--- config.mk ---
export PLATFORM = sky130hd
export DESIGN_NAME = ebamc_seq
export DESIGN_NICKNAME = d
export VERILOG_FILES = /design/src/ebamc_pkg.sv /design/src/ebamc_seq.sv /design/src/ebamc_timer.sv
export SDC_FILE = /design/constraint.sdc
export NUM_CORES = 1
export LEC_CHECK = 0
export BUFFER_PORTS_ARGS = -buffer_cell sky130_fd_sc_hd__buf_2
export CAP_MARGIN = 20
export CORE_MARGIN = 2
export CORE_UTILIZATION = 35
export DETAILED_ROUTE_END_ITERATION = 12
export SYNTH_ARGS = -nofsm -noshare
export SYNTH_HDL_FRONTEND = slang
export SYNTH_SLANG_ARGS = --single-unit
--- constraint.sdc ---
create_clock -name clk -period 3.4 [get_ports clk]
set_clock_uncertainty 0.15 [all_clocks]
set_input_delay 0 -clock clk [delete_from_list [all_inputs] [get_ports clk]]
set_output_delay 0 -clock clk [all_outputs]
set_load 0.05 [all_outputs]
--- src/ebamc_pkg.sv ---
// Purpose: Shared constants and carriers for the multiplexed expansion
//          cycle sequencer.
// Assumes: One clock, synchronous active-low reset.
// Notes:   Phase fields hold the length minus one.
package ebamc_pkg;

    localparam int AD_W = 16;
    localparam int CNT_W = 4;
    localparam int AGE_W = 5;
    localparam logic [AGE_W-1:0] AGE_MAX = 5'h1f;
    localparam logic [CNT_W-1:0] CNT_ZERO = 4'h0;
    // Address hold after the latch strobe is fixed at one cycle
    localparam logic [CNT_W-1:0] AHOLD_CNT = 4'h0;

    typedef enum logic [2:0] {
        EBAMC_IDLE,
        EBAMC_ADDR,
        EBAMC_AHOLD,
        EBAMC_SETUP,
        EBAMC_STROBE,
        EBAMC_HOLD,
        EBAMC_RECOV
    } ebamc_state_t;

    // Each field is phase length minus one
    typedef struct packed {
        logic [1:0] addr_phase_len;
        logic [1:0] setup_phase_len;
        logic [3:0] strobe_phase_len;
        logic [1:0] hold_phase_len;
        logic [3:0] recovery_phase_len;
    } ebamc_cfg_t;

    typedef struct packed {
        logic write;
        logic [AD_W-1:0] addr;
        logic [AD_W-1:0] wdata;
    } ebamc_req_t;

endpackage

--- src/ebamc_seq.sv ---
// Purpose: Cycle sequencer for the asynchronous multiplexed expansion bus.
// Assumes: Inputs synchronous to clk; config stable while busy is low.
// Notes:   Outputs are registered from the next state, so each pin
//          changes in the same cycle as the state it belongs to.
`timescale 1ns/1ps
module ebamc_seq
    import ebamc_pkg::*;
(
    input wire logic clk,
    input wire logic rstn,
    input wire logic start,
    input wire ebamc_req_t req,
    input wire ebamc_cfg_t cfg,
    input wire logic [AD_W-1:0] ad_in,
    output logic [AD_W-1:0] ad_out,
    output logic ad_oe,
    output logic ale,
    output logic cs_n,
    output logic rd_n,
    output logic wr_n,
    output logic [AD_W-1:0] rdata,
    output logic busy,
    output logic done
);
    ebamc_state_t state;
    ebamc_state_t next_state;
    ebamc_req_t req_q;
    ebamc_req_t next_req;
    ebamc_cfg_t cfg_q;
    ebamc_cfg_t next_cfg;
    logic tmr_last;
    logic tmr_load;
    logic [CNT_W-1:0] tmr_val;
    logic [AGE_W-1:0] age;
    logic rstn_q;
    logic chk_off;

    // Timer load value for a phase, length minus one
    function automatic logic [CNT_W-1:0] phase_cnt(
        input ebamc_state_t st,
        input ebamc_cfg_t c
    );
        case (st)
            EBAMC_ADDR: phase_cnt = {2'h0, c.addr_phase_len};
            EBAMC_AHOLD: phase_cnt = AHOLD_CNT;
            EBAMC_SETUP: phase_cnt = {2'h0, c.setup_phase_len};
            EBAMC_STROBE: phase_cnt = c.strobe_phase_len;
            EBAMC_HOLD: phase_cnt = {2'h0, c.hold_phase_len};
            EBAMC_RECOV: phase_cnt = c.recovery_phase_len;
            default: phase_cnt = CNT_ZERO;
        endcase
    endfunction

    // ------------------------------------------------------------
    // Phase sequencing
    // ------------------------------------------------------------
    always_comb begin
        next_state = state;
        case (state)
            EBAMC_IDLE: begin
                if (start) begin
                    next_state = EBAMC_ADDR;
                end
            end
            EBAMC_ADDR: begin
                if (tmr_last) begin
                    next_state = EBAMC_AHOLD;
                end
            end
            EBAMC_AHOLD: begin
                if (tmr_last) begin
                    next_state = EBAMC_SETUP;
                end
            end
            EBAMC_SETUP: begin
                if (tmr_last) begin
                    next_state = EBAMC_STROBE;
                end
            end
            EBAMC_STROBE: begin
                if (tmr_last) begin
                    next_state = EBAMC_HOLD;
                end
            end
            EBAMC_HOLD: begin
                if (tmr_last) begin
                    next_state = EBAMC_RECOV;
                end
            end
            EBAMC_RECOV: begin
                if (tmr_last) begin
                    next_state = EBAMC_IDLE;
                end
            end
            default: next_state = EBAMC_IDLE;
        endcase
    end

    // A new request and its settings are only sampled from idle
    always_comb begin
        next_req = req_q;
        next_cfg = cfg_q;
        if (state == EBAMC_IDLE && start) begin
            next_req = req;
            next_cfg = cfg;
        end
    end

    assign tmr_load = (state == EBAMC_IDLE) || tmr_last;
    assign tmr_val = phase_cnt(next_state, next_cfg);

    ebamc_timer #(.W(CNT_W)) u_timer (
        .clk(clk),
        .rstn(rstn),
        .load(tmr_load),
        .load_val(tmr_val),
        .last(tmr_last)
    );

    always_ff @(posedge clk) begin
        if (!rstn) begin
            state <= EBAMC_IDLE;
        end else begin
            state <= next_state;
        end
    end

    always_ff @(posedge clk) begin
        if (!rstn) begin
            req_q <= '0;
            cfg_q <= '0;
        end else begin
            req_q <= next_req;
            cfg_q <= next_cfg;
        end
    end

    // ------------------------------------------------------------
    // Pin drive
    // ------------------------------------------------------------
    always_ff @(posedge clk) begin
        if (!rstn) begin
            ale <= 1'b0;
            cs_n <= 1'b1;
            rd_n <= 1'b1;
            wr_n <= 1'b1;
        end else begin
            ale <= (next_state == EBAMC_ADDR);
            cs_n <= !(next_state == EBAMC_SETUP ||
                      next_state == EBAMC_STROBE ||
                      next_state == EBAMC_HOLD);
            rd_n <= !(next_state == EBAMC_STROBE && !next_req.write);
            wr_n <= !(next_state == EBAMC_STROBE && next_req.write);
        end
    end

    // Lines are released for reads so the peripheral can drive them
    always_ff @(posedge clk) begin
        if (!rstn) begin
            ad_oe <= 1'b0;
            ad_out <= '0;
        end else if (next_state == EBAMC_ADDR ||
                     next_state == EBAMC_AHOLD) begin
            ad_oe <= 1'b1;
            ad_out <= next_req.addr;
        end else if (next_req.write && (next_state == EBAMC_SETUP ||
                     next_state == EBAMC_STROBE ||
                     next_state == EBAMC_HOLD)) begin
            ad_oe <= 1'b1;
            ad_out <= next_req.wdata;
        end else begin
            ad_oe <= 1'b0;
            ad_out <= '0;
        end
    end

    // Read data is taken at the end of the strobe, the latest safe point
    always_ff @(posedge clk) begin
        if (!rstn) begin
            rdata <= '0;
        end else if (state == EBAMC_STROBE && tmr_last && !req_q.write) begin
            rdata <= ad_in;
        end
    end

    always_ff @(posedge clk) begin
        if (!rstn) begin
            busy <= 1'b0;
            done <= 1'b0;
        end else begin
            busy <= (next_state != EBAMC_IDLE);
            done <= (state == EBAMC_HOLD && next_state == EBAMC_RECOV);
        end
    end

    // ------------------------------------------------------------
    // Checks
    // ------------------------------------------------------------
    // Cycles spent so far in the current phase, for the checks
    always_ff @(posedge clk) begin
        if (!rstn) begin
            age <= 5'h01;
        end else if (next_state != state) begin
            age <= 5'h01;
        end else if (age != AGE_MAX) begin
            age <= age + 5'h01;
        end
    end

    // Checks stay off for one cycle after reset: a reset in mid access
    // steps the pins to idle, which would otherwise look like a phase edge
    always_ff @(posedge clk) begin
        rstn_q <= rstn;
    end

    assign chk_off = !rstn || !rstn_q;

    ale_addr_valid_a: assert property (@(posedge clk) disable iff (chk_off)
        $rose(ale) |-> ad_oe && ad_out == req_q.addr)
        else $error("address not valid at latch rise");

    ale_width_a: assert property (@(posedge clk) disable iff (chk_off)
        $fell(ale) |-> $past(age) == {3'h0, cfg_q.addr_phase_len} + 5'h01)
        else $error("latch strobe width wrong");

    addr_hold_a: assert property (@(posedge clk) disable iff (chk_off)
        $fell(ale) |-> ad_oe && ad_out == req_q.addr && cs_n
        ##1 !cs_n)
        else $error("address hold after latch wrong");

    select_delay_a: assert property (@(posedge clk) disable iff (chk_off)
        $fell(ale) |-> cs_n ##1 !cs_n)
        else $error("select not asserted one cycle after latch");

    write_setup_a: assert property (@(posedge clk) disable iff (chk_off)
        $fell(wr_n) |-> $past(ad_out) == req_q.wdata && $past(ad_oe) &&
        $past(age) == {3'h0, cfg_q.setup_phase_len} + 5'h01)
        else $error("write data setup wrong");

    strobe_width_a: assert property (@(posedge clk) disable iff (chk_off)
        ($rose(wr_n) || $rose(rd_n)) |->
        $past(age) == {1'b0, cfg_q.strobe_phase_len} + 5'h01)
        else $error("strobe width wrong");

    strobe_data_a: assert property (@(posedge clk) disable iff (chk_off)
        !wr_n |-> ad_oe && ad_out == req_q.wdata && !cs_n)
        else $error("data lost during write strobe");

    write_hold_a: assert property (@(posedge clk) disable iff (chk_off)
        $rose(wr_n) |-> !cs_n && ad_oe && ad_out == req_q.wdata)
        else $error("write hold lost");

    hold_width_a: assert property (@(posedge clk) disable iff (chk_off)
        $rose(cs_n) |->
        $past(age) == {3'h0, cfg_q.hold_phase_len} + 5'h01)
        else $error("hold phase width wrong");

    recov_gap_a: assert property (@(posedge clk) disable iff (chk_off)
        $rose(cs_n) |-> !ale && !ad_oe && rd_n && wr_n)
        else $error("bus not idle in recovery");

    recov_len_a: assert property (@(posedge clk) disable iff (chk_off)
        (state == EBAMC_RECOV && next_state != EBAMC_RECOV) |->
        age == {1'b0, cfg_q.recovery_phase_len} + 5'h01)
        else $error("recovery length wrong");

    phase_order_a: assert property (@(posedge clk) disable iff (chk_off)
        (state == EBAMC_SETUP && next_state != state) |->
        next_state == EBAMC_STROBE ##1 state == EBAMC_STROBE)
        else $error("phase order broken");
endmodule

--- src/ebamc_timer.sv ---
// Purpose: Down counter that measures one phase of the access.
// Assumes: Loaded with length minus one.
// Notes:   last is high in the final cycle of a phase.
`timescale 1ns/1ps
module ebamc_timer
    import ebamc_pkg::*;
#(
    parameter int W = CNT_W
) (
    input wire logic clk,
    input wire logic rstn,
    input wire logic load,
    input wire logic [W-1:0] load_val,
    output logic last
);
    logic [W-1:0] cnt;

    always_ff @(posedge clk) begin
        if (!rstn) begin
            cnt <= '0;
        end else if (load) begin
            cnt <= load_val;
        end else if (cnt != '0) begin
            cnt <= cnt - W'(1);
        end
    end

    assign last = (cnt == '0);
endmodule

==> impl_metrics.csv, run 1 <==
group,metric,value,unit
finish,multi_input_area,0.00144,mm²
worst_setup_path,path_class,"reg -> reg",
synth,synth_edf_count,0,
finish,regArea,0.00182,mm²
cts,clk_pin_slew,0.09,ns
floorplanning,initial_core_util,35.5,%
worst_hold_path,whs_path_depth,5,
synth,yosysUniqueCellTypes,45,
finish,num-fill-cells,882,
timing,worst_pin_slew,0.753,ns
worst_hold_path,worstHoldStart,"cfg[13]",
timing,relSlewSlack,49.1,%
placed_design,place_ws,0.805,ns
cts,cts_setup_buffers,0,
worst_setup_path,crit_required,3.54,ns
floorplanning,dieArea,0.0105,mm²
run,cap_violations,0,
worst_hold_path,worst_hold_path.endpoint,"u_timer.cnt[1]",
finish,layout_commonest_cell,"nand2_1",
worst_setup_path,cpPeakStageDelay,0.77,ns
detailed_routing,dr_wl_met2,4220,µm
timing,fmax,390,MHz
cts,cts_max_path_buffers,2,
worst_setup_path,worstReg2RegStart,"state[1]",
detailed_routing,wl,9060,µm
timing,hold_slack,0.0805,ns
pwr,ir_drop,321,µV
global_route,grt_start_max_net_pins,67,
detailed_routing,remaining_drc_errors,0,
synth,synth_nets,459,
detailed_routing,drtIter0Drc,174,
pwr,powerDensity,738,mW/mm²
cts,root_buffer,"clkbuf_8",
finish,final_cell_mix,"118 x nand2_1, 104 x buf_2, 91 x dfxtp_1",
pwr,p_total,0.00361,W
cts,cts.sinks,91,
worst_setup_path,cp_cell_sequence,"or4b_4, mux2i_2, a21oi_2, a22o_1",
synth,syn_inst,392,
cts,ctsHtreeMaxLevel,3,
detailed_routing,top_layer_used,"met4",
placed_design,port_buffers,104,
cts,tritoncts,"built",
floorplanning,pin_count,105,
placed_design,gp_congestion,0.808,
worst_setup_path,crit_slowest_cell,"or4b_4",
detailed_routing,wire_per_inst,13.2,µm
worst_setup_path,worstPathMaxFanout,25,
global_route,grt-ovfl-total,0,
synth,ys_seq_elements,91,
floorplanning,core.rowCount,36,
timing,rsz0062_at_grt,"false",
worst_setup_path,reg2reg_depth,4,
worst_setup_path,crit_path_start,"state[1]",
status,status,"finished, final reports clean",
timing,fin_setup_tns,0,ns
synth,synthArstFlopShare,0,%
floorplanning,chipHeight,103,µm
finish,drive_gt1_share,24.9,%
worst_setup_path,reg2reg_slack,0.84,ns
detailed_routing,wl_met1,4210,µm
global_route,antenna_found_initial,0,
finish,layout.nets,617,
floorplanning,core_area,0.00959,mm²
timing,setup_violations,0,
timing,drv_slew,0,
detailed_routing,vias,3270,
worst_hold_path,min_path_type,"in -> reg",
timing,fin_crit,2.56,ns
worst_setup_path,path_delay_family,"compound AO/OA/AOI/OAI gates",
worst_setup_path,cp.arrival,2.71,ns
global_route,grt_pass1_vias,3240,
detailed_routing,drtAntennaViolNets,0,
synth,avgSynthCellArea,8.70,µm²
timing,hold_viol_final,0,
timing,post-route-period-util,75.4,%
floorplanning,die_w,103,µm
worst_setup_path,start_kind,"register",
cts,clk_latency,0.35,ns
worst_setup_path,cp_num_buf_inv,0,
worst_setup_path,end_kind,"register",
synth,yosys_warnings,0,
cts,cts_buffers,9,
synth,synth_flop_cell,"dfxtp_1",
detailed_routing,firstDrtPassIters,5,
global_route,grtUsageTotal,17.5,%
global_route,grt_pass1_wl,14600,µm
synth,ys_seq_area_share,53.4,%
timing,fin_ws,0.838,ns
pwr,p_leak,2.08,nW
worst_setup_path,worstReg2RegEnd,"ad_out[0]",
placed_design,dp_hpwl,5680,µm
detailed_routing,met3_length,516,µm
detailed_routing,routed_via_density,4.75,
synth,synthesis.area,0.00341,mm²
finish,diodes,0,
finish,syn_to_final_growth,43.4,%
## worst register-to-register path: cells and delay by family (launching register included)
kind,cells,cell delay [ns]
AOI/OAI and AO/OA,2,0.83
DFF,1,0.51
muxes,1,0.24
and+or+nand+nor,1,0.78
## power breakdown
group          switching, W  internal, W
Sequential         0.000116      0.00127
Combinational      0.000931     0.000523
Clock              0.000398     0.000367
## synth_stat cells, drive strengths merged, types with 2 or more instances
library cell | number | share of area [%]
a21oi | 58 | 8.6
a22o | 19 | 4.9
buf | 10 | 1.9
clkbuf | 19 | 2.1
dfxtp | 91 | 53
inv | 5 | 0.55
mux2i | 7 | 2.2
nand2 | 118 | 13
nand2b | 3 | 0.55
nand3b | 2 | 0.44
nor2 | 14 | 1.5
nor2b | 2 | 0.37
nor3 | 7 | 1.0
nor3b | 2 | 0.59
o21ai | 7 | 1.0
o22ai | 2 | 0.37
o311a | 2 | 0.59
xor2 | 2 | 0.51
## metrics by stage
| stage | instance area (µm²) | util (%) | instances |
|---|---|---|---|
| 3_3_place_gp | 4010 | 41.8 | 606 |
| 2_1_floorplan | 3410 | - | 392 |
| 5_1_grt | 4890 | 51.0 | 688 |
| 6_report | 4890 | 51.0 | 688 |
| 3_5_place_dp | 4010 | 41.8 | 606 |
| 4_1_cts | 4860 | 50.7 | 686 |
## logic make-up after synthesis
family                   share of synthesized area, %
AND/OR/NAND/NOR                                  20.0
AO/OA/AOI/OAI                                    18.4
flip-flops                                       53.4
buffers and inverters                            4.59
multiplexers                                     2.50
XOR/XNOR                                        0.771
adder cells (fa/ha/maj)                         0.367
## final cells by class
type	count	area share [%]
Timing Repair Buffer	176	25.2
Sequential cell	91	37.3
Clock inverter	6	1.46
Inverter	5	0.384
Clock buffer	10	2.81
Tap cell	133	3.40
Multi-Input combinational cell	267	29.5
## sequential cells by signal, indices dropped and copies added, names as in the netlist
name         flops
ad_oe            1
ad_out          16
ale              1
busy             1
cfg_q           12
cs_n             1
done             1
rd_n             1
rdata           16
req_q           33
state            3
u_timer.cnt      4
wr_n             1
## worst max path at each step
stage	endpoint	slack, ns	cells past startpoint
2_1_floorplan	rdata[10]	1.22	8
3_3_place_gp	ad_out[0]	0.86	4
3_5_place_dp	ad_out[0]	0.81	4
4_1_cts	ad_out[0]	0.78	4
5_1_grt	ad_out[0]	0.63	4
6_report	ad_out[0]	0.84	4
## layer usage
metal / track usage [%] / vias up
met2: 30.2 / 100
met1: 21.7 / 1515
met4: 5.23 / 0
li1: - / 1644
met5: 0 / -
met3: 4.14 / 11
## repair_timing
| item | 4_1_cts | 5_1_grt |
|---|---|---|
| hold buffers | 64 | 0 |
| endpoints found under the hold margin | 89 | 0 |
| resized for setup | 0 | 0 |
(Power assumes the default switching activity.)
==> run 2, diff against run 1 <==
ABC_AREA = 1   (was not set)
clock period = 2.4 ns   (was 3.4 ns; I/O delays follow)
==> impl_metrics.csv, run 2 <==
group,metric,value,unit
status,status,"finished, final reports clean",
global_route,antenna_found_initial,0,
global_route,grt_start_max_net_pins,53,
pwr,p_seq_share,33.6,%
synth,yosysTopAreaCellShare,49.8,%
synth,ys_seq_elements,93,
worst_setup_path,start_kind,"register",
finish,layout.nets,712,
detailed_routing,vias,3561,
synth,yosys.area.top_type,"dfxtp_1",
floorplanning,chipHeight,107,µm
pwr,p_sw,0.00306,W
synth,synth_most_common_cell,"nor2_1",
placed_design,place_ws,0.103,ns
worst_hold_path,min_path_type,"in -> reg",
worst_setup_path,path_class,"reg -> reg",
finish,largestRegisters,"req_q (33), ad_out (16), rdata (16)",
worst_setup_path,worstReg2RegStart,"state[2]",
placed_design,dp_hpwl,6150,µm
detailed_routing,drtIter0Drc,169,
finish,drive_gt1_share,24.0,%
global_route,grt_pass1_vias,3542,
finish,stdcell_count,786,
synth,ys_seq_area_share,49.8,%
detailed_routing,wire_per_inst,12.6,µm
worst_setup_path,cpPeakStageDelay,0.60,ns
pwr,internal-power,0.00339,W
synth,yosysUniqueCellTypes,28,
synth,yosys_warnings,0,
finish,regMostFlops,"req_q",
worst_setup_path,end_kind,"register",
synth,synthesis.area,0.00373,mm²
global_route,grt-ovfl-total,0,
floorplanning,core_area,0.0103,mm²
detailed_routing,drtAntennaViolNets,0,
synth,synthArstFlopShare,0,%
synth,synthTopCellsByCount,"116 x nor2_1, 93 x dfxtp_1, 86 x nand2_1",
timing,worst_pin_slew,0.814,ns
worst_setup_path,cp.arrival,2.24,ns
timing,fin_setup_tns,0,ns
worst_setup_path,worstPathMaxFanout,18,
pwr,p_total,0.00645,W
timing,fin_crit,2.14,ns
cts,cts_buffers,9,
detailed_routing,firstDrtPassIters,4,
cts,clk_latency,0.36,ns
timing,rsz0062_at_grt,"false",
timing,hold_slack,0.0236,ns
global_route,grtUsageTotal,17.8,%
finish,final_cell_mix,"116 x nor2_1, 104 x buf_2, 93 x dfxtp_1",
run,cap_violations,0,
placed_design,gp_congestion,0.848,
timing,fin_ws,0.258,ns
synth,yosys-top-cells-area,"dfxtp_1 50%, nor2_1 12%, nand2_1 8.6%",
pwr,combPwrFrac,51.5,%
synth,synth_nets,552,
worst_hold_path,worstHoldStart,"rstn",
floorplanning,initial_core_util,36.2,%
floorplanning,dieArea,0.0115,mm²
timing,setup_violations,0,
worst_setup_path,path_delay_family,"compound AO/OA/AOI/OAI gates",
worst_setup_path,cp_num_buf_inv,3,
worst_setup_path,crit_slowest_cell,"o21a_1",
finish,diodes,0,
synth,synth_flop_cell,"dfxtp_1",
floorplanning,die_w,107,µm
global_route,grt_pass1_wl,16200,µm
placed_design,dp_cells,705,
synth,syn_inst,485,
pwr,powerDensity,1250,mW/mm²
detailed_routing,wl,9900,µm
cts,root_buffer,"clkbuf_8",
floorplanning,core.rowCount,37,
timing,post-route-period-util,89.3,%
synth,synth_edf_count,0,
placed_design,port_buffers,104,
finish,layout_commonest_cell,"nor2_1",
pwr,ir_drop,462,µV
worst_setup_path,crit_required,2.50,ns
cts,clk_pin_slew,0.09,ns
timing,relSlewSlack,45.7,%
synth,avgSynthCellArea,7.70,µm²
cts,cts_max_path_buffers,2,
timing,drv_slew,0,
finish,syn_to_final_growth,37.8,%
detailed_routing,routed_via_density,4.53,
timing,hold_viol_final,0,
worst_setup_path,crit_path_start,"state[2]",
finish,largest_register_ff_count,33,
pwr,p_leak,2.49,nW
detailed_routing,remaining_drc_errors,0,
cts,cts.sinks,93,
pwr,clockPowerShare,15.0,%
cts,tritoncts,"built",
pwr,swShare,47.4,%
floorplanning,pin_count,105,
worst_setup_path,cp_cell_sequence,"inv_2, nand2_4, nor2_8, inv_2, or2_0, o21a_1, inv_1, nor2_1, nand2_1",
worst_setup_path,path_common_cell,"inv_2",
worst_setup_path,reg2reg_slack,0.26,ns
cts,ctsHtreeMaxLevel,3,
timing,fmax,467,MHz
[run 2: cell count changes after synthesis, sizes merged, moves of 6 or more]
cell,change
a22o,-19
clkbuf,-10
or2,+7
a21oi,-43
inv,+21
nor2,+110
o21ai,+44
nand3,+27
nand4,+8
o21a,+6
nand2,-24
buf,+6
mux2i,-7
[run 2: through the flow]
step	instance area [µm²]	utilization, %
2_1_floorplan	3730	-
3_3_place_gp	4320	41.8
3_5_place_dp	4320	41.8
4_1_cts	5120	49.6
5_1_grt	5150	49.9
6_report	5150	49.9
[run 2: final timing paths]
kind | endpoint | cells past startpoint
max | wr_n | 9
min | cs_n | 3
max reg2reg | wr_n | 9
min reg2reg | cfg_q[7] | 2
[run 2: repair_timing]
item                                   in CTS  in global routing
setup buffers                               0                  3
gates resized for setup                     0                  1
endpoints found under the hold margin      79                  0
setup endpoints to repair                   0                 18
hold buffers                               62                  0
[run 2: worst reg2reg max path, cell delays in order, from the launching register on]
cell     delay (ns)
dfxtp_1        0.47
inv_2          0.13
nand2_4        0.12
nor2_8         0.06
inv_2          0.05
or2_0          0.10
o21a_1         0.60
inv_1          0.14
nor2_1         0.15
nand2_1        0.06
[run 2: cell families (layout without fill, tap and decap cells)]
kind of cell               Yosys count  in the layout  synth area share, %
AOI/OAI and AO/OA                   74             74                 11.2
and+or+nand+nor                    264            264                 31.7
adders and majority gates            1              1                0.335
xor gates and xnor gates             2              2                0.469
DFF                                 93             93                 49.8
buffers and inverters               51            216                 6.53
[run 2: power groups by stage]
stage / clock (W) / sequential (W) / combinational [W]
floorplan: 0 / 0.00258 / 0.00215
global placement: 0 / 0.00219 / 0.00306
finish: 0.000967 / 0.00216 / 0.00332
global route: 0.00105 / 0.00221 / 0.00369
detailed placement: 0 / 0.00220 / 0.00310
CTS: 0.000995 / 0.00216 / 0.00319
[run 2: routing by layer]
layer  vias to the layer above  GRT usage (%)  share of wire (%)
li1                       1867              -                  -
met1                      1589           21.5                 46
met2                        89           31.1                 48
met3                        16           2.72                4.1
met4                         0           8.07                2.1
met5                         -              0                  0
[run 2: cell type report]
type	count	area, µm²
Multi-Input combinational cell	341	1640
Tap cell	136	170
Clock inverter	7	56.3
Sequential cell	93	1860
Timing Repair Buffer	174	1200
Clock buffer	9	124
Inverter	26	97.6
Fill cell	962	5180
